--- src/shared/wwdt_regs.vh ---
// Constants for the windowed watchdog timer
`ifndef WWDT_REGS_VH
`define WWDT_REGS_VH
`define WWDT_CFG_POST_LSB   0
`define WWDT_CFG_POST_MSB   3
`define WWDT_CFG_PRE_BIT    4
`define WWDT_CFG_WD_WINDOW_DISABLE_BIT 6
`define WWDT_CFG_WIDTH      8
`define WWDT_PRE_SHORT      7'h1f
`define WWDT_PRE_LONG       7'h7f
`define WWDT_SYS_CLK_KHZ    100000
`define WWDT_OSC_KHZ        32
`define WWDT_OSC_DIV        (`WWDT_SYS_CLK_KHZ / (2 * `WWDT_OSC_KHZ))
// Last divider state, 2 * OSC_DIV - 1; needs twelve bits
`define WWDT_OSC_LAST       12'hc33
`endif

--- src/rtl/wwdt_top.v ---
// Windowed watchdog timer running on a derived low-power RC clock tick
`include "wwdt_regs.vh"
module wwdt_top (
  input  wire       sys_clk,
  input  wire       rst_n,
  input  wire [7:0] wd_config_word,
  input  wire       wd_force_enable,
  input  wire       soft_enable_set,
  input  wire       soft_enable_clr,
  input  wire       wd_clear_instr,
  input  wire       power_save_instr,
  input  wire       power_save_idle,
  input  wire       clock_switch_done,
  input  wire       timeout_flag_clr,
  input  wire       sleep_flag_clr,
  input  wire       idle_flag_clr,
  output reg        wd_soft_enable,
  output reg        wd_timeout_flag,
  output reg        sleep_flag,
  output reg        idle_flag,
  output reg        in_power_save,
  output reg        wake_pulse,
  output reg        wd_reset_req,
  output reg        low_power_rc_osc_en
);

  // Power states, one-hot; EXIT lasts one cycle and clears the counters
  localparam [2:0] PWR_RUN  = 3'b001;
  localparam [2:0] PWR_DOZE = 3'b010;
  localparam [2:0] PWR_EXIT = 3'b100;

  reg        rstSync1;
  reg        rstSync2;
  reg [11:0] oscDiv;
  reg        oscTick;
  reg [6:0]  preCount;
  reg        preTick;
  reg [14:0] postCount;
  reg [2:0]  pwrState;

  reg [11:0] next_oscDiv;
  reg        next_oscTick;
  reg [6:0]  next_preCount;
  reg        next_preTick;
  reg [14:0] next_postCount;
  reg [2:0]  next_pwrState;
  reg        next_inSave;
  reg        next_wakePulse;
  reg        next_resetReq;
  reg        next_softEnable;
  reg        next_timeoutFlag;
  reg        next_sleepFlag;
  reg        next_idleFlag;

  wire        wdRun;
  wire        preLong;
  wire [3:0]  postSel;
  wire        windowOn;
  wire [6:0]  preLast;
  wire [14:0] postLast;
  wire        dozing;
  wire        enterSave;
  wire        runClear;
  wire        sleepSet;
  wire        idleSet;
  wire        timeout;
  wire        earlyClr;
  wire        clearCnt;

  // Ratio 2**code; counter runs 0 .. ratio-1
  function [14:0] postLimit;
    input [3:0] code;
    begin
      postLimit = ((15'h0001 << code) - 15'h0001);
    end
  endfunction

  // Final quarter starts at three quarters of the period from ratio 4 up, at half for ratio 2; only ratio 1 (code 0) has no early region
  function [14:0] windowStart;
    input [14:0] last;
    begin
      windowStart = last - (last >> 2);
    end
  endfunction

  // Counter sits in its last state
  function atLast;
    input [14:0] count;
    input [14:0] last;
    begin
      atLast = (count == last);
    end
  endfunction

  // Sticky flag; a set in the same cycle as a clear wins
  function stickyNext;
    input cur;
    input set;
    input clr;
    begin
      if (set) begin
        stickyNext = 1'b1;
      end else if (clr) begin
        stickyNext = 1'b0;
      end else begin
        stickyNext = cur;
      end
    end
  endfunction

  assign wdRun     = wd_force_enable | wd_soft_enable;
  assign preLong   = wd_config_word[`WWDT_CFG_PRE_BIT];
  assign postSel   = wd_config_word[`WWDT_CFG_POST_MSB:`WWDT_CFG_POST_LSB];
  assign windowOn  = ~wd_config_word[`WWDT_CFG_WD_WINDOW_DISABLE_BIT];
  assign preLast   = preLong ? `WWDT_PRE_LONG : `WWDT_PRE_SHORT;
  assign postLast  = postLimit(postSel);
  assign dozing    = pwrState[1];
  assign enterSave = power_save_instr & ~dozing;
  assign runClear  = wd_clear_instr & ~dozing;
  assign sleepSet  = enterSave & ~power_save_idle;
  assign idleSet   = enterSave & power_save_idle;
  assign timeout   = wdRun & preTick & atLast(postCount, postLast);
  assign earlyClr  = wdRun & windowOn & runClear & (postCount < windowStart(postLast));
  // A clear instruction while dozing is ignored; the core cannot issue one then
  assign clearCnt  = clock_switch_done | power_save_instr | pwrState[2] | runClear | ~wdRun;

  // Reset release through two flops; the rest of the block uses the synchronised copy
  always @(posedge sys_clk or negedge rst_n) begin
    if (!rst_n) begin
      rstSync1 <= 1'b0;
      rstSync2 <= 1'b0;
    end else begin
      rstSync1 <= 1'b1;
      rstSync2 <= rstSync1;
    end
  end

  // Oscillator tick; not restarted by a counter clear, so the first
  // prescaler step after a clear may be up to one tick short
  always @* begin
    next_oscDiv  = oscDiv + 12'h001;
    next_oscTick = 1'b0;
    if (!wdRun) begin
      next_oscDiv = 12'h000;
    end else if (oscDiv == `WWDT_OSC_LAST) begin
      next_oscDiv  = 12'h000;
      next_oscTick = 1'b1;
    end
  end

  // Prescaler: 32 or 128 oscillator ticks per step
  always @* begin
    next_preCount = preCount;
    next_preTick  = 1'b0;
    if (clearCnt) begin
      next_preCount = 7'h00;
    end else if (oscTick) begin
      if (preCount >= preLast) begin
        next_preCount = 7'h00;
        next_preTick  = 1'b1;
      end else begin
        next_preCount = preCount + 7'h01;
      end
    end
  end

  // Postscaler wraps after 2**code prescaler steps
  always @* begin
    next_postCount = postCount;
    if (clearCnt) begin
      next_postCount = 15'h0000;
    end else if (preTick) begin
      if (atLast(postCount, postLast)) begin
        next_postCount = 15'h0000;
      end else begin
        next_postCount = postCount + 15'h0001;
      end
    end
  end

  // Power state; a time-out while dozing wakes instead of resetting
  always @* begin
    next_pwrState  = pwrState;
    next_wakePulse = 1'b0;
    next_resetReq  = earlyClr;
    case (pwrState)
      PWR_RUN: begin
        if (enterSave) begin
          next_pwrState = PWR_DOZE;
        end
        if (timeout) begin
          next_resetReq = 1'b1;
        end
      end
      PWR_DOZE: begin
        if (timeout) begin
          next_pwrState  = PWR_EXIT;
          next_wakePulse = 1'b1;
        end
      end
      PWR_EXIT: begin
        if (enterSave) begin
          next_pwrState = PWR_DOZE;
        end else begin
          next_pwrState = PWR_RUN;
        end
        if (timeout) begin
          next_resetReq = 1'b1;
        end
      end
      default: begin
        next_pwrState = PWR_RUN;
      end
    endcase
    next_inSave = next_pwrState[1];
  end

  // Software-visible flags
  always @* begin
    next_softEnable  = stickyNext(wd_soft_enable, soft_enable_set, soft_enable_clr);
    next_timeoutFlag = stickyNext(wd_timeout_flag, timeout, timeout_flag_clr);
    next_sleepFlag   = stickyNext(sleep_flag, sleepSet, sleep_flag_clr & ~enterSave);
    next_idleFlag    = stickyNext(idle_flag, idleSet, idle_flag_clr & ~enterSave);
  end

  // Oscillator enable follows the run condition one cycle late
  always @(posedge sys_clk or negedge rstSync2) begin
    if (!rstSync2) begin
      low_power_rc_osc_en <= 1'b0;
    end else begin
      low_power_rc_osc_en <= wdRun;
    end
  end

  always @(posedge sys_clk or negedge rstSync2) begin
    if (!rstSync2) begin
      oscDiv  <= 12'h000;
      oscTick <= 1'b0;
    end else begin
      oscDiv  <= next_oscDiv;
      oscTick <= next_oscTick;
    end
  end

  always @(posedge sys_clk or negedge rstSync2) begin
    if (!rstSync2) begin
      preCount  <= 7'h00;
      preTick   <= 1'b0;
      postCount <= 15'h0000;
    end else begin
      preCount  <= next_preCount;
      preTick   <= next_preTick;
      postCount <= next_postCount;
    end
  end

  always @(posedge sys_clk or negedge rstSync2) begin
    if (!rstSync2) begin
      pwrState      <= PWR_RUN;
      in_power_save <= 1'b0;
      wake_pulse    <= 1'b0;
      wd_reset_req  <= 1'b0;
    end else begin
      pwrState      <= next_pwrState;
      in_power_save <= next_inSave;
      wake_pulse    <= next_wakePulse;
      wd_reset_req  <= next_resetReq;
    end
  end

  always @(posedge sys_clk or negedge rstSync2) begin
    if (!rstSync2) begin
      wd_soft_enable  <= 1'b0;
      wd_timeout_flag <= 1'b0;
      sleep_flag      <= 1'b0;
      idle_flag       <= 1'b0;
    end else begin
      wd_soft_enable  <= next_softEnable;
      wd_timeout_flag <= next_timeoutFlag;
      sleep_flag      <= next_sleepFlag;
      idle_flag       <= next_idleFlag;
    end
  end

endmodule

--- config.mk ---
export PLATFORM = sky130hd
export DESIGN_NAME = wwdt_top
export DESIGN_NICKNAME = d
export VERILOG_FILES = /design/src/rtl/wwdt_top.v
export VERILOG_INCLUDE_DIRS = /design/src /design/src/shared
export SDC_FILE = /design/constraint.sdc
export NUM_CORES = 1
export LEC_CHECK = 0
export ABC_AREA = 1
export BUFFER_PORTS_ARGS = -buffer_cell sky130_fd_sc_hd__clkbuf_2
export CAP_MARGIN = 20
export CORE_MARGIN = 2
export CORE_UTILIZATION = 27
export CTS_CLUSTER_SIZE = 20
export DETAILED_ROUTE_END_ITERATION = 10
export PLACE_DENSITY_LB_ADDON = 0.05
export SETUP_SLACK_MARGIN = 0.15
export SYNTH_ARGS = -nofsm -noshare
export SYNTH_HDL_FRONTEND = slang
export SYNTH_SLANG_ARGS = --single-unit
--- constraint.sdc ---
create_clock -name sys_clk -period 1.6 [get_ports sys_clk]
set_input_delay 0.08 -clock sys_clk [delete_from_list [all_inputs] [get_ports sys_clk]]
set_output_delay 0.08 -clock sys_clk [all_outputs]
set_load 0.1 [all_outputs]
-- Word level (Yosys, flattened, before mapping)
Cells that the tools add are included.
- multipliers: 0
- divide/modulo/power cells: 0
- muxes and demuxes: 30
- shift operators: 1
- equal/unequal tests: 7
- reduce and logical (&&, ||, !) cells: 8
- add/subtract/negate cells: 5
- $lt $le $gt $ge: 2
- bitwise operators: 21
- operator list (kind ; count):
    $mux W15 ; 3
    $mux W7 ; 4
    $mux W12 ; 2
    $mux W1 ; 17
    $add A15 B1 Y15 const B ; 1
    $eq A15 B15 Y1 ; 1
    $lt A15 B15 Y1 ; 1
    $shl A1 B4 Y15 const A ; 1
    $sub A15 B1 Y15 const B ; 1
    $sub A15 B13 Y15 ; 1
    $add A12 B1 Y12 const B ; 1
    $eq A12 B12 Y1 const B ; 1
    $reduce_bool A2 Y1 ; 6
    $and A1 B1 Y1 ; 11
    $pmux W3 S3 ; 1
    $add A7 B1 Y7 const B ; 1
    $ge A7 B7 Y1 ; 1
    $mux W3 ; 2
    $not A1 Y1 ; 5
    $or A1 B1 Y1 ; 5
    $ne A2 B2 Y1 const B ; 2
    $eq A3 B1 Y1 const B ; 1
    $eq A3 B2 Y1 const B ; 1
    $eq A3 B3 Y1 const B ; 1
    other kinds (3) ; 3
- memory bits (read-only): 0
- memories kept: 0
- output and inout bits: 8
- bits in writable memories: 0
- latch bits: 0
- input port bits: 20
- bits in registers: 48
- word-level logic and storage cells: 90

-- Longest topological paths before layout
- depth after elaboration: 7
- mapped depth: 26
- mapped depth without buffers: 25

-- Least setup slack after synthesis
Ideal clock, no wire load.
- kind: input-to-reg
- from: input wd_config_word[2]
- to: register wd_reset_req
- data required time: 1535 ps
- path slack: -1612 ps
- arrival: 3146 ps
- setup time: 65 ps
- cell stages on the path: 26
- path buffers: 1
- cells stage by stage: buf_4 > nor2_4 > nand2_2 > ha_1 > inv_1 > nand3_1 > nand2_1 > ha_1 > inv_1 > fa_1 > a21oi_1 > nand2_1 > nand3_1 > a21boi_1 > nand2_1 > nand2_1 > nand2_1 > nand2_1 > nand2_1 > nand2_1 > ha_1 > a21oi_1 > o21ai_0 > a21oi_1 > nand3_1 > nand2_1
- longest elaborated chain between the ends: 7
- elaborated cells on any way between the ends: 9
- classes of those cells: 2 x add/sub; 1 x order compare; 1 x eq/ne; 1 x shift; 2 x mux; 2 x bitwise
- ends and longest elaborated chain (element ; RTL line ; text):
    from (decl) ; wwdt_top.v:6 ; input wire [7:0] wd_config_word,
    $shl A1 B4 Y15 * ; wwdt_top.v:74 ; postLimit = ((15'h0001 << code) - 15'h0001);
    $sub A15 B1 Y15 * ; wwdt_top.v:74 ;
    $sub A15 B13 Y15 ; wwdt_top.v:82 ; windowStart = last - (last >> 2);
    $lt A15 B15 Y1 ; wwdt_top.v:123 ; assign earlyClr = wdRun & windowOn & runClear & (postCount < windowStart(postLast));
    $and A1 B1 Y1 ; wwdt_top.v:123 ;
    $mux W1 ; wwdt_top.v:191, wwdt_top.v:207 ;
    $mux W1 * ; -- ;
    via next_resetReq ; wwdt_top.v:49 ; reg next_resetReq;
    to (signal assigned) ; wwdt_top.v:267 ; wd_reset_req <= next_resetReq;
    to (decl) ; wwdt_top.v:23 ; output reg wd_reset_req,
The timed path passes the listed nets; every way through them passes the cells marked *.
A chain may end at the register's enable or synchronous reset.

-- Final worst setup path
Same ends and word-level chain as after synthesis.

==> flow_summary.yaml <==
outcome:
  result_of_the_run: "complete, but fails checks"
  failed_checks: "negative setup slack"
sta:
  timing.final.hold_violations: 0
  fmax_ghz: 0.3642
  worst-slew-pin-transition_ns: 0.5417
  setup_violators_final: 21
  maxSlewViolCount: 0
  worst_slack_ns: -1.146
  fin_skew_ns: 0.006485
  fin_setup_tns_ns: -3.387
  worst_slew_margin_rel_pct: 64.04
  finalCriticalPeriod_ns: 2.746
  setup_repair_after_global_routing_missed_its_margin: "yes"
  final_min_period_over_clock_period_pct: 171.6
critical_path:
  timing.critical_path.buf_inv: 4
  critPathMostFrequentCell: "sky130_fd_sc_hd__nand2_1"
  worstPathMaxFanout: 4
  worst-setup-path-type: "in2reg"
  cp_data_required_time_ns: 1.78
  crit_path_top_delay_cell: "sky130_fd_sc_hd__ha_4"
  worstPathArrival_ns: 2.93
  timing.critical_path.max_delay_family: "simple AND/OR/NAND/NOR gates"
  worstRegToRegCells: 9
  timing.reg2reg.setup_slack_ns: -0.18
  max_stage_delay_ns: 0.28
  worst_r2r_startpoint: "postCount[0]"
  critical_path.endpoint_type: "flip-flop"
  element_type_at_the_critical_path_start: "primary input"
  worst_r2r_endpoint: "postCount[8]"
  cp_cell_sequence: "buf_8 -> nor2_4 -> nand3_2 -> ha_4 -> buf_4 -> nand2_1 -> nand2_2 -> buf_4 -> ha_4 -> nand3_1 -> nand2_1 -> nand4_1 -> nand4_1 -> nand2_1 -> xor2_1 -> ha_1 -> inv_1 -> o31ai_2 -> a21oi_1 -> nand3_1 -> nand2_1"
finish:
  drive_gt1_share_pct: 45.19
  mostFrequentLayoutCell: "sky130_fd_sc_hd__buf_4"
  finalInstanceArea_sq_mm: 0.006601
  layout_common_cells: "sky130_fd_sc_hd__buf_4 (157), sky130_fd_sc_hd__nand2_1 (146), sky130_fd_sc_hd__inv_1 (71), sky130_fd_sc_hd__dfrtp_1 (40), sky130_fd_sc_hd__nor2_1 (36)"
  post_layout_nets: 849
  n_antenna_cell: 0
  final_util_pct: 43.91
  areaGrowthSynthToFinish_pct: 60.51
power:
  pwr-share-comb_pct: 43.2
  power.leakage_nw: 3.337
  share_seq_of_total_power_pct: 33.0
  clock_power_share_pct: 23.8
  power.switching_mw: 1.612
  power.density_cell_area_mw_per_mm2: 648.9
  power.switching_fraction_pct: 37.64
  power_internal_mw: 2.671
  peakVddDrop_mv: 0.4776
grt:
  gr-usage-all-layers_pct: 16.61
  gr-total-overflow: 0
  via_count_of_the_first_global_routing_pass: 4431
  largest_net_degree_at_the_start_of_global_routing: 47
  antenna_found_initial: 0
  grt_first_pass_wirelength_microns: 21490
drt:
  iteration_0_drc_markers: 157
  finalWirelength_microns: 13350
  drcViolationCount: 0
  vias_per_cell: 4.522
  pre_repair_dr_iteration_count: 4
  detailroute.via_count: 4472
  drtAntennaViolNets: 0
  drt-wirelength-per-cell_microns: 13.50
synthesis:
  synthesis.nets: 647
  synth.top_cells.by_area: "sky130_fd_sc_hd__dfrtp_1 (29%), sky130_fd_sc_hd__nand2_1 (16%), sky130_fd_sc_hd__ha_1 (8.5%), sky130_fd_sc_hd__inv_1 (7.1%), sky130_fd_sc_hd__nand3_1 (5.6%)"
  post_synthesis_sequential_area_ratio_pct: 29.24
  synthesis.instances: 598
  synthDominantCellAreaShare_pct: 28.60
  number_of_enable_flip_flop_cells_after_synthesis: 0
  synth.cell_area_sq_mm: 0.004113
  synth-seq-cells: 48
  synth-main-ff-cell: "sky130_fd_sc_hd__dfrtp_1"
  synthArstFlopShare_pct: 100.0
  syn_area_per_cell_sq_um: 6.877
  yosysUniqueCellTypes: 46
  yosysWarningCount: 0
  synth_largest_area_cell: "sky130_fd_sc_hd__dfrtp_1"
die:
  core_area_sq_mm: 0.01503
  dieHeight_microns: 127.4
  floorplan.io_pins: 28
  fp-row-count: 45
  floorplan.die.width_microns: 127.4
  floorplan.initialDensity_pct: 27.36
  dieArea_sq_mm: 0.01624
place:
  post-place-ws_ns: -1.561
  dp.final_hpwl_microns: 10510
  detailed_place.area_sq_mm: 0.005627
  port-buffer-count: 25
  gp_congestion: 0.8796
clocking:
  numClockSinks: 48
  cts_root_buffer: "sky130_fd_sc_hd__clkbuf_16"
  clockBufferDepth: 2
  tritoncts.num_buffers: 5
  path_clk_slew_ns: 0.06
  worstSkewPairLatency_ns: 0.29
  cts.htree.levels: 2
  cts_tree: "built"
run:
  max_cap_violations: 0
worst_hold_path:
  worstHoldPathType: "in2reg"
  holdPathStages: 3
  holdPathEnd: "idle_flag"
  hold_path.startpoint: "idle_flag_clr"
[sequential cells by signal (all words and copies together), names as in the netlist, 3 cells and up]
signal	count
postCount	15
oscDiv	12
preCount	7
pwrState	3
[cells by family after synthesis]
| kind of cell | Yosys count | synth area share (%) |
|---|---|---|
| AND/OR/NAND/NOR | 342 | 38.30 |
| buffers and inverters | 95 | 9.127 |
| XOR/XNOR | 29 | 6.176 |
| other | 1 | 0.09118 |
| adder cells (fa/ha/maj) | 29 | 9.005 |
| flip-flops | 48 | 29.24 |
| AO/OA/AOI/OAI | 54 | 8.062 |
[how the worst max path moves through the flow]
stage                                  from           end  slack (ns)  cells past startpoint
after floorplan           wd_config_word[2]  wd_reset_req       -1.41                     26
after global placement    wd_config_word[2]  wd_reset_req       -1.53                     26
after detailed placement  wd_config_word[2]  wd_reset_req       -1.56                     23
after CTS                 wd_config_word[3]  wd_reset_req       -1.18                     26
after global routing      wd_config_word[2]  wd_reset_req       -1.35                     26
final                     wd_config_word[2]  wd_reset_req       -1.15                     21
[metrics by stage]
stage	std cells	total power, mW	hold slack (ns)
global route	989	4.572	0.07656
finish	989	4.283	0.06508
floorplan	598	2.454	-0.2156
CTS	973	4.189	0.06033
detailed placement	949	3.037	-0.1320
global placement	949	3.030	-0.1335
[power by group through the flow]
| stage | Clock, mW | Combinational [mW] | Sequential [mW] |
|---|---|---|---|
| floorplan | 0 | 0.760 | 1.69 |
| global placement | 0 | 1.61 | 1.42 |
| detailed placement | 0 | 1.62 | 1.42 |
| CTS | 1.07 | 1.72 | 1.40 |
| global route | 1.11 | 2.04 | 1.42 |
| finish | 1.02 | 1.85 | 1.41 |
[Yosys cell counts, types with 3 or more instances]
master,instances
sky130_fd_sc_hd__nand2_1,179
sky130_fd_sc_hd__inv_2,8
sky130_fd_sc_hd__nor4_1,5
sky130_fd_sc_hd__ha_1,28
sky130_fd_sc_hd__xnor2_1,8
sky130_fd_sc_hd__nand3_2,9
sky130_fd_sc_hd__nor2_4,7
sky130_fd_sc_hd__nand2_2,6
sky130_fd_sc_hd__nand2_4,3
sky130_fd_sc_hd__a31oi_1,3
sky130_fd_sc_hd__nor3_1,12
sky130_fd_sc_hd__inv_1,78
sky130_fd_sc_hd__buf_2,3
sky130_fd_sc_hd__nor2_2,3
sky130_fd_sc_hd__a21oi_1,25
sky130_fd_sc_hd__nand4_1,13
sky130_fd_sc_hd__o21ai_0,8
sky130_fd_sc_hd__xor2_1,21
sky130_fd_sc_hd__nor2_1,54
sky130_fd_sc_hd__nand3_1,46
sky130_fd_sc_hd__dfrtp_1,47
[final cells by class]
class	count	area, sq um
sequential	48	1216
timing repair buffer	202	1583
tap	188	235.2
multi-input combinational	455	3087
fill	1559	8432
clock inverter	1	5.005
inverter	88	342.8
clock buffer	7	132.6
[per-layer routing]
metal / global-route usage, % / up-vias / routed length, microns
li1: - / 2331 / -
met1: 21.67 / 2082 / 6282
met3: 1.424 / 15 / 263
met2: 29.13 / 44 / 6588
met5: 0 / - / 0
met4: 5.171 / 0 / 219
[timing repair]
action	in CTS	in global routing
hold endpoints to repair	5	0
setup endpoints to repair	32	37
setup buffers	11	16
gates resized for setup	63	92
hold buffers	5	0
pin swaps	27	63
[worst register-to-register path, stage by stage, from the launching register on]
cell and delay, ns:
sky130_fd_sc_hd__dfrtp_1 0.44, sky130_fd_sc_hd__inv_1 0.11, sky130_fd_sc_hd__xor2_1 0.26, sky130_fd_sc_hd__nand2_1 0.11, sky130_fd_sc_hd__nor2_2 0.14, sky130_fd_sc_hd__nand3_2 0.11
sky130_fd_sc_hd__nor2_4 0.20, sky130_fd_sc_hd__nand2_4 0.14, sky130_fd_sc_hd__nand3_2 0.11, sky130_fd_sc_hd__nand2_2 0.04
Power figures use the tool's default switching activity.
